## src/logic/gdfp_cfg.svh

```systemverilog
// timing constants and field layout for the gate driver fault protection block
`ifndef GDFP_CFG_SVH
`define GDFP_CFG_SVH

`define GDFP_CLK_HZ          20000000
// strapped drain-source deglitch 4.5 us, expressed in ns
`define GDFP_DS_DEG_NS       4500
// strapped shunt deglitch 4 us, expressed in ns
`define GDFP_SH_DEG_NS       4000
// retry interval 4 ms, expressed in us
`define GDFP_RETRY_US        4000
// least times round up to whole cycles
`define GDFP_DS_DEG_CYC      ((`GDFP_DS_DEG_NS * (`GDFP_CLK_HZ / 1000000) + 999) / 1000)
`define GDFP_SH_DEG_CYC      ((`GDFP_SH_DEG_NS * (`GDFP_CLK_HZ / 1000000) + 999) / 1000)
`define GDFP_RETRY_CYC       (`GDFP_RETRY_US * (`GDFP_CLK_HZ / 1000000))
`define GDFP_CNT_W           17
`define GDFP_FETS            6
`define GDFP_PHASES          3

`endif

```

## src/logic/gdfp_pkg.sv

```systemverilog
// types for the gate driver fault protection block
`include "gdfp_cfg.svh"

package gdfp_pkg;

  typedef enum logic [1:0] {
    GDFP_POL_LATCH  = 2'h0,
    GDFP_POL_RETRY  = 2'h1,
    GDFP_POL_REPORT = 2'h2,
    GDFP_POL_NONE   = 2'h3
  } gdfp_policy_t;

  typedef enum logic [2:0] {
    GDFP_OC_IDLE  = 3'h1,
    GDFP_OC_HOLD  = 3'h2,
    GDFP_OC_RETRY = 3'h4
  } gdfp_oc_state_t;

  // configuration inputs
  typedef struct packed {
    logic         strap_variant;
    gdfp_policy_t overcurrent_policy;
    logic         pump_check_off;
    logic         shunt_check_off;
    logic         gate_check_off;
    logic         heat_warning_report;
    logic         drain_threshold_pin;
    logic [`GDFP_CNT_W-1:0] ds_deg_cycles;
    logic [`GDFP_CNT_W-1:0] sh_deg_cycles;
    logic [`GDFP_CNT_W-1:0] retry_cycles;
  } gdfp_cfg_t;

  // analog comparator and monitor inputs
  typedef struct packed {
    logic                    supply_lockout;
    logic                    pump_low;
    logic [`GDFP_FETS-1:0]   fet_enabled;
    logic [`GDFP_FETS-1:0]   ds_over;
    logic [`GDFP_PHASES-1:0] shunt_over;
    logic                    gate_stuck;
    logic                    heat_warn;
    logic                    heat_hot;
  } gdfp_mon_t;

  // status flags, latched except heat_warning_flag and the overcurrent flags under policy 01b, which clear when retry ends
  typedef struct packed {
    logic                    fault;
    logic                    supply_low_flag;
    logic                    pump_low_flag;
    logic                    drain_source_overcurrent;
    logic [`GDFP_FETS-1:0]   fet_oc_flags;
    logic                    shunt_overcurrent;
    logic [`GDFP_PHASES-1:0] shunt_flags;
    logic                    gate_stuck_fault;
    logic                    heat_warning_flag;
    logic                    heat_shutdown_flag;
  } gdfp_status_t;

  typedef struct packed {
    logic [`GDFP_CNT_W-1:0] cnt;
    gdfp_oc_state_t         st;
    logic                   flagged;
  } gdfp_oc_t;

  typedef struct packed {
    gdfp_oc_t     ds;
    gdfp_oc_t     sh;
    gdfp_status_t status;
    logic         gate_hiz;
    logic         pump_stop;
    logic         logic_off;
    logic         fault_indicator_low;
    logic         fault_indicator_oe_n;
  } gdfp_state_t;

endpackage
```

## src/logic/gdfp_fault_protect.sv

```systemverilog
// fault supervision and response logic for a three-phase gate driver
// Behaviour
// - supply undervoltage: bridge Hi-Z, pump stopped, logic off, indicator low.
// - supply undervoltage latches summary and supply-low flag; flag held until cleared.
// - pump undervoltage: gates off, indicator low, flags latched; flag held until cleared.
// - pump-check disable bit suppresses pump protection and its report.
// - drain-source overcurrent only on enabled fet beyond deglitch time; policy applies.
// - strapped: fixed 4.5 us deglitch, 4 ms retry, threshold pin at logic rail disables.
// - policy 00b: Hi-Z, indicator low, flags latched until condition gone and clear.
// - policy 01b: gates off, indicator low, flags held until retry interval ends.
// - policy 10b: report only, cleared once condition gone and clear arrives.
// - policy 11b: no action, no report.
// - shunt overcurrent when sense input above threshold beyond deglitch time.
// - strapped shunt: fixed 1 V threshold, 4 us deglitch, 4 ms retry.
// - shunt follows same policy, but 00b leaves shunt_flags clear; shunt-check disable gives no action unless strapped.
// - gate stuck fault: Hi-Z, indicator low, latched; none when check is off.
// - strapped variant keeps pump protection permanently on.
// - heat warning flag auto clears; reports on indicator only when enabled.
// - heat shutdown: Hi-Z, pump off, indicator low; flag latched until clear.
`timescale 1ns/1ps

module gdfp_fault_protect
  import gdfp_pkg::*;
(
  input  wire logic         i_core_clk,
  input  wire logic         i_reset,
  input  wire gdfp_cfg_t    i_cfg,
  input  wire gdfp_mon_t    i_mon,
  input  wire logic         i_fault_clear_cmd,
  input  wire logic         i_enable_reset_pulse,
  output logic              o_gate_hiz,
  output logic              o_pump_stop,
  output logic              o_logic_off,
  output logic              o_fault_indicator_low,
  output logic              o_fault_indicator_oe_n,
  output gdfp_status_t      o_status
);

  // ****************************************
  // timing selection
  // ****************************************
  localparam logic [`GDFP_CNT_W-1:0] DS_DEG_STRAP = `GDFP_CNT_W'(`GDFP_DS_DEG_CYC);
  localparam logic [`GDFP_CNT_W-1:0] SH_DEG_STRAP = `GDFP_CNT_W'(`GDFP_SH_DEG_CYC);
  localparam logic [`GDFP_CNT_W-1:0] RETRY_STRAP  = `GDFP_CNT_W'(`GDFP_RETRY_CYC);

  gdfp_state_t  state_reg;
  gdfp_state_t  state_next;
  gdfp_policy_t policy;
  logic         clear;
  logic         ds_cond;
  logic         sh_cond;
  logic         ds_on;
  logic         sh_on;
  logic         pump_on;
  logic [`GDFP_CNT_W-1:0] ds_deg;
  logic [`GDFP_CNT_W-1:0] sh_deg;
  logic [`GDFP_CNT_W-1:0] retry;

  // one overcurrent channel: deglitch, then policy response
  function automatic gdfp_oc_t oc_step(input gdfp_oc_t cur, input logic cond, input logic en,
                                       input gdfp_policy_t pol, input logic clr,
                                       input logic [`GDFP_CNT_W-1:0] deg,
                                       input logic [`GDFP_CNT_W-1:0] rty);
    gdfp_oc_t n;
    n = cur;
    n.flagged = 1'b0;
    case (cur.st)
      GDFP_OC_IDLE: begin
        if (!en || !cond) begin
          n.cnt = '0;
        end else if (cur.cnt >= deg) begin
          n.cnt     = '0;
          n.flagged = 1'b1;
          n.st      = (pol == GDFP_POL_RETRY) ? GDFP_OC_RETRY : GDFP_OC_HOLD;
        end else begin
          n.cnt = cur.cnt + `GDFP_CNT_W'(1);
        end
      end
      GDFP_OC_HOLD: begin
        if (!cond && clr) begin
          n.st = GDFP_OC_IDLE;
        end
      end
      GDFP_OC_RETRY: begin
        if (cur.cnt >= rty) begin
          n.cnt = '0;
          n.st  = GDFP_OC_IDLE;
        end else begin
          n.cnt = cur.cnt + `GDFP_CNT_W'(1);
        end
      end
      default: begin
        n.cnt = '0;
        n.st  = GDFP_OC_IDLE;
      end
    endcase
    return n;
  endfunction

  // ****************************************
  // next state
  // ****************************************
  always_comb begin
    clear   = i_fault_clear_cmd | i_enable_reset_pulse;
    policy  = i_cfg.strap_variant ? GDFP_POL_RETRY : i_cfg.overcurrent_policy;
    ds_deg  = i_cfg.strap_variant ? DS_DEG_STRAP : i_cfg.ds_deg_cycles;
    sh_deg  = i_cfg.strap_variant ? SH_DEG_STRAP : i_cfg.sh_deg_cycles;
    retry   = i_cfg.strap_variant ? RETRY_STRAP : i_cfg.retry_cycles;
    ds_cond = |(i_mon.ds_over & i_mon.fet_enabled);
    sh_cond = |i_mon.shunt_over;
    ds_on   = (policy != GDFP_POL_NONE) && !(i_cfg.strap_variant && i_cfg.drain_threshold_pin);
    sh_on   = (policy != GDFP_POL_NONE) && (i_cfg.strap_variant || !i_cfg.shunt_check_off);
    pump_on = i_cfg.strap_variant || !i_cfg.pump_check_off;

    state_next    = state_reg;
    state_next.ds = oc_step(state_reg.ds, ds_cond, ds_on, policy, clear, ds_deg, retry);
    state_next.sh = oc_step(state_reg.sh, sh_cond, sh_on, policy, clear, sh_deg, retry);

    // sticky flags: clear first, then sets win
    if (clear) begin
      state_next.status.supply_low_flag    = 1'b0;
      state_next.status.pump_low_flag      = 1'b0;
      state_next.status.heat_shutdown_flag = 1'b0;
      if (!i_mon.gate_stuck) begin
        state_next.status.gate_stuck_fault = 1'b0;
      end
    end
    if (i_mon.supply_lockout) begin
      state_next.status.supply_low_flag = 1'b1;
    end
    if (i_mon.pump_low && pump_on) begin
      state_next.status.pump_low_flag = 1'b1;
    end
    if (i_mon.gate_stuck && !i_cfg.gate_check_off) begin
      state_next.status.gate_stuck_fault = 1'b1;
    end
    if (i_mon.heat_hot) begin
      state_next.status.heat_shutdown_flag = 1'b1;
    end
    state_next.status.heat_warning_flag = i_mon.heat_warn;

    // overcurrent flags track their channel until released
    if (state_next.ds.st == GDFP_OC_IDLE) begin
      state_next.status.drain_source_overcurrent = 1'b0;
      state_next.status.fet_oc_flags             = '0;
    end
    if (state_next.ds.flagged) begin
      state_next.status.drain_source_overcurrent = 1'b1;
      state_next.status.fet_oc_flags             = i_mon.ds_over & i_mon.fet_enabled;
    end
    if (state_next.sh.st == GDFP_OC_IDLE) begin
      state_next.status.shunt_overcurrent = 1'b0;
      state_next.status.shunt_flags       = '0;
    end
    if (state_next.sh.flagged) begin
      state_next.status.shunt_overcurrent = 1'b1;
      if (policy != GDFP_POL_LATCH) begin
        state_next.status.shunt_flags = i_mon.shunt_over;
      end
    end

    state_next.status.fault = state_next.status.supply_low_flag | state_next.status.pump_low_flag
                            | state_next.status.drain_source_overcurrent
                            | state_next.status.shunt_overcurrent | state_next.status.gate_stuck_fault
                            | state_next.status.heat_shutdown_flag;

    state_next.logic_off = i_mon.supply_lockout;
    state_next.pump_stop = i_mon.supply_lockout | i_mon.heat_hot;
    state_next.gate_hiz  = i_mon.supply_lockout | (i_mon.pump_low & pump_on) | i_mon.heat_hot
                         | state_next.status.gate_stuck_fault
                         | ((state_next.ds.st != GDFP_OC_IDLE) && (policy != GDFP_POL_REPORT))
                         | ((state_next.sh.st != GDFP_OC_IDLE) && (policy != GDFP_POL_REPORT));
    state_next.fault_indicator_low = i_mon.supply_lockout | (i_mon.pump_low & pump_on) | i_mon.heat_hot
                                   | state_next.status.gate_stuck_fault
                                   | (state_next.ds.st != GDFP_OC_IDLE) | (state_next.sh.st != GDFP_OC_IDLE)
                                   | (i_mon.heat_warn & i_cfg.heat_warning_report);
    // open-drain enable is low while the pin is pulled low
    state_next.fault_indicator_oe_n = ~state_next.fault_indicator_low;
  end

  always_ff @(posedge i_core_clk or posedge i_reset) begin
    if (i_reset) begin
      state_reg       <= '0;
      state_reg.ds.st <= GDFP_OC_IDLE;
      state_reg.sh.st <= GDFP_OC_IDLE;
      state_reg.fault_indicator_oe_n <= 1'b1;
    end else begin
      state_reg <= state_next;
    end
  end

  // ****************************************
  // outputs
  // ****************************************
  assign o_gate_hiz             = state_reg.gate_hiz;
  assign o_pump_stop            = state_reg.pump_stop;
  assign o_logic_off            = state_reg.logic_off;
  assign o_fault_indicator_low  = state_reg.fault_indicator_low;
  assign o_fault_indicator_oe_n = state_reg.fault_indicator_oe_n;
  assign o_status               = state_reg.status;

endmodule

```

## config.mk

```make
export PLATFORM = sky130hd
export DESIGN_NAME = gdfp_fault_protect
export DESIGN_NICKNAME = d
export VERILOG_FILES = /design/src/logic/gdfp_pkg.sv /design/src/logic/gdfp_fault_protect.sv
export VERILOG_INCLUDE_DIRS = /design/src /design/src/logic
export SDC_FILE = /design/constraint.sdc
export NUM_CORES = 1
export LEC_CHECK = 0
export BUFFER_PORTS_ARGS = -buffer_cell sky130_fd_sc_hd__buf_2
export CAP_MARGIN = 20
export CORE_MARGIN = 5
export CORE_UTILIZATION = 55
export DETAILED_ROUTE_END_ITERATION = 7
export PLACE_DENSITY_LB_ADDON = 0.15
export RECOVER_POWER = 50
export SLEW_MARGIN = 20
export SYNTH_ARGS = -nofsm -noshare
export SYNTH_HDL_FRONTEND = slang
export SYNTH_SLANG_ARGS = --single-unit
```

## constraint.sdc

```tcl
create_clock -name i_core_clk -period 4.2 [get_ports i_core_clk]
set_input_delay 0.21 -clock i_core_clk [delete_from_list [all_inputs] [get_ports i_core_clk]]
set_output_delay 0.21 -clock i_core_clk [all_outputs]
set_load 0.02 [all_outputs]
```

Word level (Yosys, flattened, before mapping)

Cells that the tools add are included.

Add/sub/neg operators: 2
Order comparisons: 4
Eq/ne operators: 13
Mux-type cells: 38
Bitwise gates (word level): 19
Reduce and logical (&&, ||, !) cells: 25

Operator list:

| operator                                                                 | number |
|---|---|
| 17-bit two-way mux                                                       | 9 |
| 17-bit one-hot mux with 3 select lines                                   | 2 |
| 17-bit greater-or-equal comparator                                       | 4 |
| 17-bit by 1-bit adder with 17-bit output (second input constant)         | 2 |
| 4-bit two-way mux                                                        | 6 |
| 3-bit two-way mux                                                        | 6 |
| 3-bit one-hot mux with 3 select lines                                    | 2 |
| 1-bit bitwise OR                                                         | 15 |
| 7-bit two-way mux                                                        | 2 |
| 3-bit by 1-bit equality test with 1-bit output (second input constant)   | 4 |
| 1-bit logical AND                                                        | 9 |
| 1-bit two-way mux                                                        | 9 |
| 1-bit logical NOT                                                        | 8 |
| 6-bit AND                                                                | 1 |
| 3-bit by 2-bit equality test with 1-bit output (second input constant)   | 2 |
| 3-bit equality test (second input constant)                              | 2 |
| 3-bit by 1-bit inequality test with 1-bit output (second input constant) | 2 |
| 6-bit OR reduction                                                       | 1 |
| 1-bit logical OR                                                         | 4 |
| 2-bit two-way mux                                                        | 2 |
| 2-bit inequality test (second input constant)                            | 2 |
| 2-bit nonzero test                                                       | 2 |
| 3-bit OR reduction                                                       | 1 |
| 1-bit AND                                                                | 2 |
| other kinds (2)                                                          | 2 |

Bits in registers: 62
Input bits: 83

Logic depth before layout (Yosys ltp)

Depth in word-level cells: 14
Depth in mapped cells: 13

Worst setup path before layout

No wires, ideal clock.

Path type: input -> register
Start point: input port i_cfg[58] (netlist name)
End point: register state_reg (netlist bit o_status[16])
Library setup time: 0.138 ns
Arrival: 2.598 ns
Data required time: 4.062 ns
Path slack: 1.464 ns
Stages: 11
Path buffers: 2
Cells stage by stage: clkbuf_1 > clkbuf_1 > nor2b_1 > ha_1 > nand2b_1 > a2111oi_2 > o32ai_1 > nor2_1 > a21oi_1 > o21bai_4 > or4_1

RTL lines:

| item                 | line                      | RTL |
|---|---|---|
| start, declared      | gdfp_fault_protect.sv:27  | `input wire gdfp_cfg_t i_cfg,` |
| end signal, assigned | gdfp_fault_protect.sv:188 | `state_reg <= state_next;` |
| end, declared        | gdfp_fault_protect.sv:46  | `gdfp_state_t state_reg;` |

Final worst setup path

Start point: input port i_cfg[58] (netlist name)
End point: register state_reg[35] (netlist name)

Cells in the longest elaborated chain, start to end: 7
Elaborated cells on any way between the ends: 14

Ends and longest elaborated chain:

| item                                                                       | line                     | RTL |
|---|---|---|
| branches (longest 6 deep; another with 17-bit greater-or-equal comparator) | -                        |  |
| 17-bit one-hot mux with 3 select lines *                                   | gdfp_fault_protect.sv:67 | `case (cur.st)` |

Every way passes the cells marked *.
A chain may end at the register's enable or synchronous reset.

==> results.sh <==
export IMPL_startpoint_type="input pin"
export IMPL_detailedPlacementHpwl_mm=9.48
export IMPL_chipHeight_um=105
export IMPL_worst_pin_slew_ns=0.837
export IMPL_critical_path_buf_inv_count=2
export IMPL_crit_chain="buf_2 > nor2_1 > ha_1 > nand4_1 > nor3_1 > nand4_1 > o211ai_1 > o31a_1 > buf_4 > nor3_1 > a211o_1"
export IMPL_timing_critical_path_max_delay_family="simple AND/OR/NAND/NOR gates"
export IMPL_mappedNetlistNets=712
export IMPL_cp_max_fo=58
export IMPL_launch_instance_of_the_worst_register_to_register_path="state_reg[47]"
export IMPL_hp_class="input pin to register"
export IMPL_coreArea_mm2=0.00872
export IMPL_routability_driven_placement_congestion_ratio=0.815
export IMPL_hold_violations=0
export IMPL_postRouteAntennaNets=0
export IMPL_floorplan_die_width_um=105
export IMPL_fmaxAchievable_ghz=0.328
export IMPL_detailroute_via_count=4393
export IMPL_starting_density_of_the_core_pct=56.6
export IMPL_post_drt_wl_per_cell_um=15.8
export IMPL_drive_above_1_share_pct=19.6
export IMPL_mostFrequentLayoutCells="sky130_fd_sc_hd__buf_2 (98), sky130_fd_sc_hd__ha_1 (70), sky130_fd_sc_hd__dfrtp_1 (59), sky130_fd_sc_hd__nand2b_1 (45)"
export IMPL_cts_root_buf="sky130_fd_sc_hd__clkbuf_8"
export IMPL_initial_antenna_violation_count=0
export IMPL_yosys_area_top_type_share_pct=29.9
export IMPL_clock_tree_htree_level_count=3
export IMPL_min_from="i_mon[0]"
export IMPL_syn_avg_cell_area_um2=8.83
export IMPL_synthFlopType="sky130_fd_sc_hd__dfrtp_1"
export IMPL_worst_slack_ns=1.15
export IMPL_min_period_over_period_pct=72.5
export IMPL_largest_register_ffs=40
export IMPL_finalWirelength_mm=12.0
export IMPL_synth_edf_count=0
export IMPL_floorplan_die_area_mm2=0.0110
export IMPL_cts_post_setup_buffers_inserted=0
export IMPL_endpoint_kind="register"
export IMPL_ctsHoldBuffers=2
export IMPL_flow_area_growth_from_synthesis_pct=14.2
export IMPL_post_synthesis_sequential_element_count=62
export IMPL_grt_start_max_net_pins=63
export IMPL_skew_ns=0.0164
export IMPL_worstPathRequired_ns=4.42
export IMPL_all_layer_global_routing_usage_pct=22.3
export IMPL_drc_errors=0
export IMPL_postPlaceCellArea_mm2=0.00541
export IMPL_peakVddDrop_mv=0.151
export IMPL_count_of_cells_resized_by_post_cts_repair=0
export IMPL_static_leakage_power_nw=2.92
export IMPL_vias_per_cell=5.77
export IMPL_synth_yosys_seq_area_share_pct=31.5
export IMPL_design_portCount=105
export IMPL_final_net_count=801
export IMPL_insertion_delay_ns=0.35
export IMPL_drt_pass1_iterations=5
export IMPL_setup_reg_to_reg_worst_slack_ns=1.36
export IMPL_netlist_top_cells_area="sky130_fd_sc_hd__dfrtp_1 (30%), sky130_fd_sc_hd__ha_1 (18%), sky130_fd_sc_hd__nand2b_1 (5.7%)"
export IMPL_dr_first_iter_drc_count=123
export IMPL_via_count_of_the_first_global_routing_pass=4312
export IMPL_syn_area_mm2=0.00493
export IMPL_timing_slew_headroom_pct=44.2
export IMPL_final_common_cell="sky130_fd_sc_hd__buf_2"
export IMPL_ys_types=58
export IMPL_synthCells=559
export IMPL_post_placement_setup_slack_ns=0.805
export IMPL_grt_ovfl_total=0
export IMPL_timing_final_setup_violations=0
export IMPL_worst_setup_path_startpoint="i_cfg[58]"
export IMPL_cts_buffer_depth=2
export IMPL_drv_max_cap_violation_count=0
export IMPL_grt_setup_unrepaired="no"
export IMPL_finalPower_mw=1.61
export IMPL_yosys_warnings=0
export IMPL_synth_largest_area_cell="sky130_fd_sc_hd__dfrtp_1"
export IMPL_port_buffers=104
export IMPL_fp_row_count=34
export IMPL_cts_sinks=62
export IMPL_cts_clk_slew_worst_paths_ns=0.08
export IMPL_worst_setup_path_type="input pin to register"
export IMPL_cts_tree="built"
export IMPL_timing_max_transition_violations_final=0
export IMPL_postSynth_asyncResetShare_pct=100
export IMPL_antennaDiodeCount=0
export IMPL_cts_made_buffers=9
export IMPL_grt_pass1_wl_mm=20.5
export IMPL_finalSetupTns_ns=0
export IMPL_status="completed"
export IMPL_power_density_mw_per_mm2=286
export IMPL_final_min_clock_period_ns=3.05
export IMPL_worstPathArrival_ns=3.27
export IMPL_cp_slowest_cell="sky130_fd_sc_hd__buf_2"
export IMPL_crit_path_max_incr_delay_ns=0.62
export IMPL_fin_area_mm2=0.00564
## cells by family (layout without fill, tap and decap cells)
| logic type | after synthesis | count (layout) | share of synthesized area (%) |
|---|---|---|---|
| AND/OR/NAND/NOR | 230 | 230 | 24.7 |
| flip-flops | 62 | 62 | 31.5 |
| XOR/XNOR | 7 | 7 | 1.24 |
| adder cells (fa/ha/maj) | 70 | 70 | 17.7 |
| buffers and inverters | 51 | 145 | 5.55 |
| AO/OA/AOI/OAI | 139 | 139 | 19.2 |
## where the power goes
group	total [mW]	switching [mW]	internal (mW)
sequential	0.688	0.0540	0.634
clock	0.548	0.255	0.293
combinational	0.374	0.204	0.170
total	1.61	0.513	1.10
## per-layer routing
| layer | routed length, um | global-route usage (%) | share of wire (%) | vias to the layer above |
|---|---|---|---|---|
| met2 | 5950 | 36.9 | 50 | 90 |
| li1 | - | - | - | 2209 |
| met1 | 5370 | 30.4 | 45 | 2079 |
| met5 | 0 | 0 | 0 | - |
| met3 | 526 | 3.02 | 4.4 | 15 |
| met4 | 152 | 6.67 | 1.3 | 0 |
## worst register-to-register path, stage by stage (launching register included)
cell,delay (ns)
sky130_fd_sc_hd__dfrtp_1,0.44
sky130_fd_sc_hd__inv_1,0.12
sky130_fd_sc_hd__ha_1,0.29
sky130_fd_sc_hd__nand2b_1,0.15
sky130_fd_sc_hd__a2111oi_2,0.39
sky130_fd_sc_hd__o32ai_1,0.20
sky130_fd_sc_hd__nor2_1,0.17
sky130_fd_sc_hd__a21oi_1,0.21
sky130_fd_sc_hd__o21bai_4,0.24
sky130_fd_sc_hd__or4_1,0.52
## per-stage QoR
step           util (%)  hold slack [ns]  std cells
4_1_cts            64.7           0.0605        761
3_5_place_dp       62.1            0.334        743
3_3_place_gp       62.1            0.332        743
2_1_floorplan         -            0.241        559
5_1_grt            64.6           0.0859        761
6_report           64.6           0.0769        761
## cell usage after synthesis (4+ instances only)
master / count
sky130_fd_sc_hd__nor2b_1: 9
sky130_fd_sc_hd__nor3_1: 13
sky130_fd_sc_hd__buf_4: 17
sky130_fd_sc_hd__and3_1: 14
sky130_fd_sc_hd__o21ai_0: 32
sky130_fd_sc_hd__or3_1: 6
sky130_fd_sc_hd__nand2_1: 44
sky130_fd_sc_hd__nor3b_1: 6
sky130_fd_sc_hd__o211ai_1: 4
sky130_fd_sc_hd__nand4_1: 12
sky130_fd_sc_hd__a21o_1: 19
sky130_fd_sc_hd__dfrtp_1: 59
sky130_fd_sc_hd__clkbuf_1: 9
sky130_fd_sc_hd__a21oi_1: 32
sky130_fd_sc_hd__nor2_1: 44
sky130_fd_sc_hd__nand2b_1: 45
sky130_fd_sc_hd__a211o_1: 5
sky130_fd_sc_hd__xor2_1: 5
sky130_fd_sc_hd__a31oi_1: 5
sky130_fd_sc_hd__inv_1: 20
sky130_fd_sc_hd__nand3_1: 19
sky130_fd_sc_hd__o21a_1: 6
sky130_fd_sc_hd__and4_1: 6
sky130_fd_sc_hd__o2bb2ai_1: 4
sky130_fd_sc_hd__a32o_1: 4
sky130_fd_sc_hd__ha_1: 70
## path summary, 6_finish.rpt
path,endpoint,cells past startpoint
max in group asynchronous,state_reg[33],3
hold reg to reg,o_status[7],1
setup / recovery,state_reg[35],11
setup reg to reg,o_status[16],9
hold / removal,o_pump_stop,3
min in group asynchronous,o_logic_off,3
## layout make-up
cell class                      instances  area (um^2)
Timing Repair Buffer                  109          557
Multi-Input combinational cell        446         3110
Fill cell                             730         3090
Clock buffer                           10          138
Clock inverter                          6         70.1
Sequential cell                        62         1560
Tap cell                              108          135
Inverter                               20         75.1
Note: power is estimated with default switching activity, not from simulation.
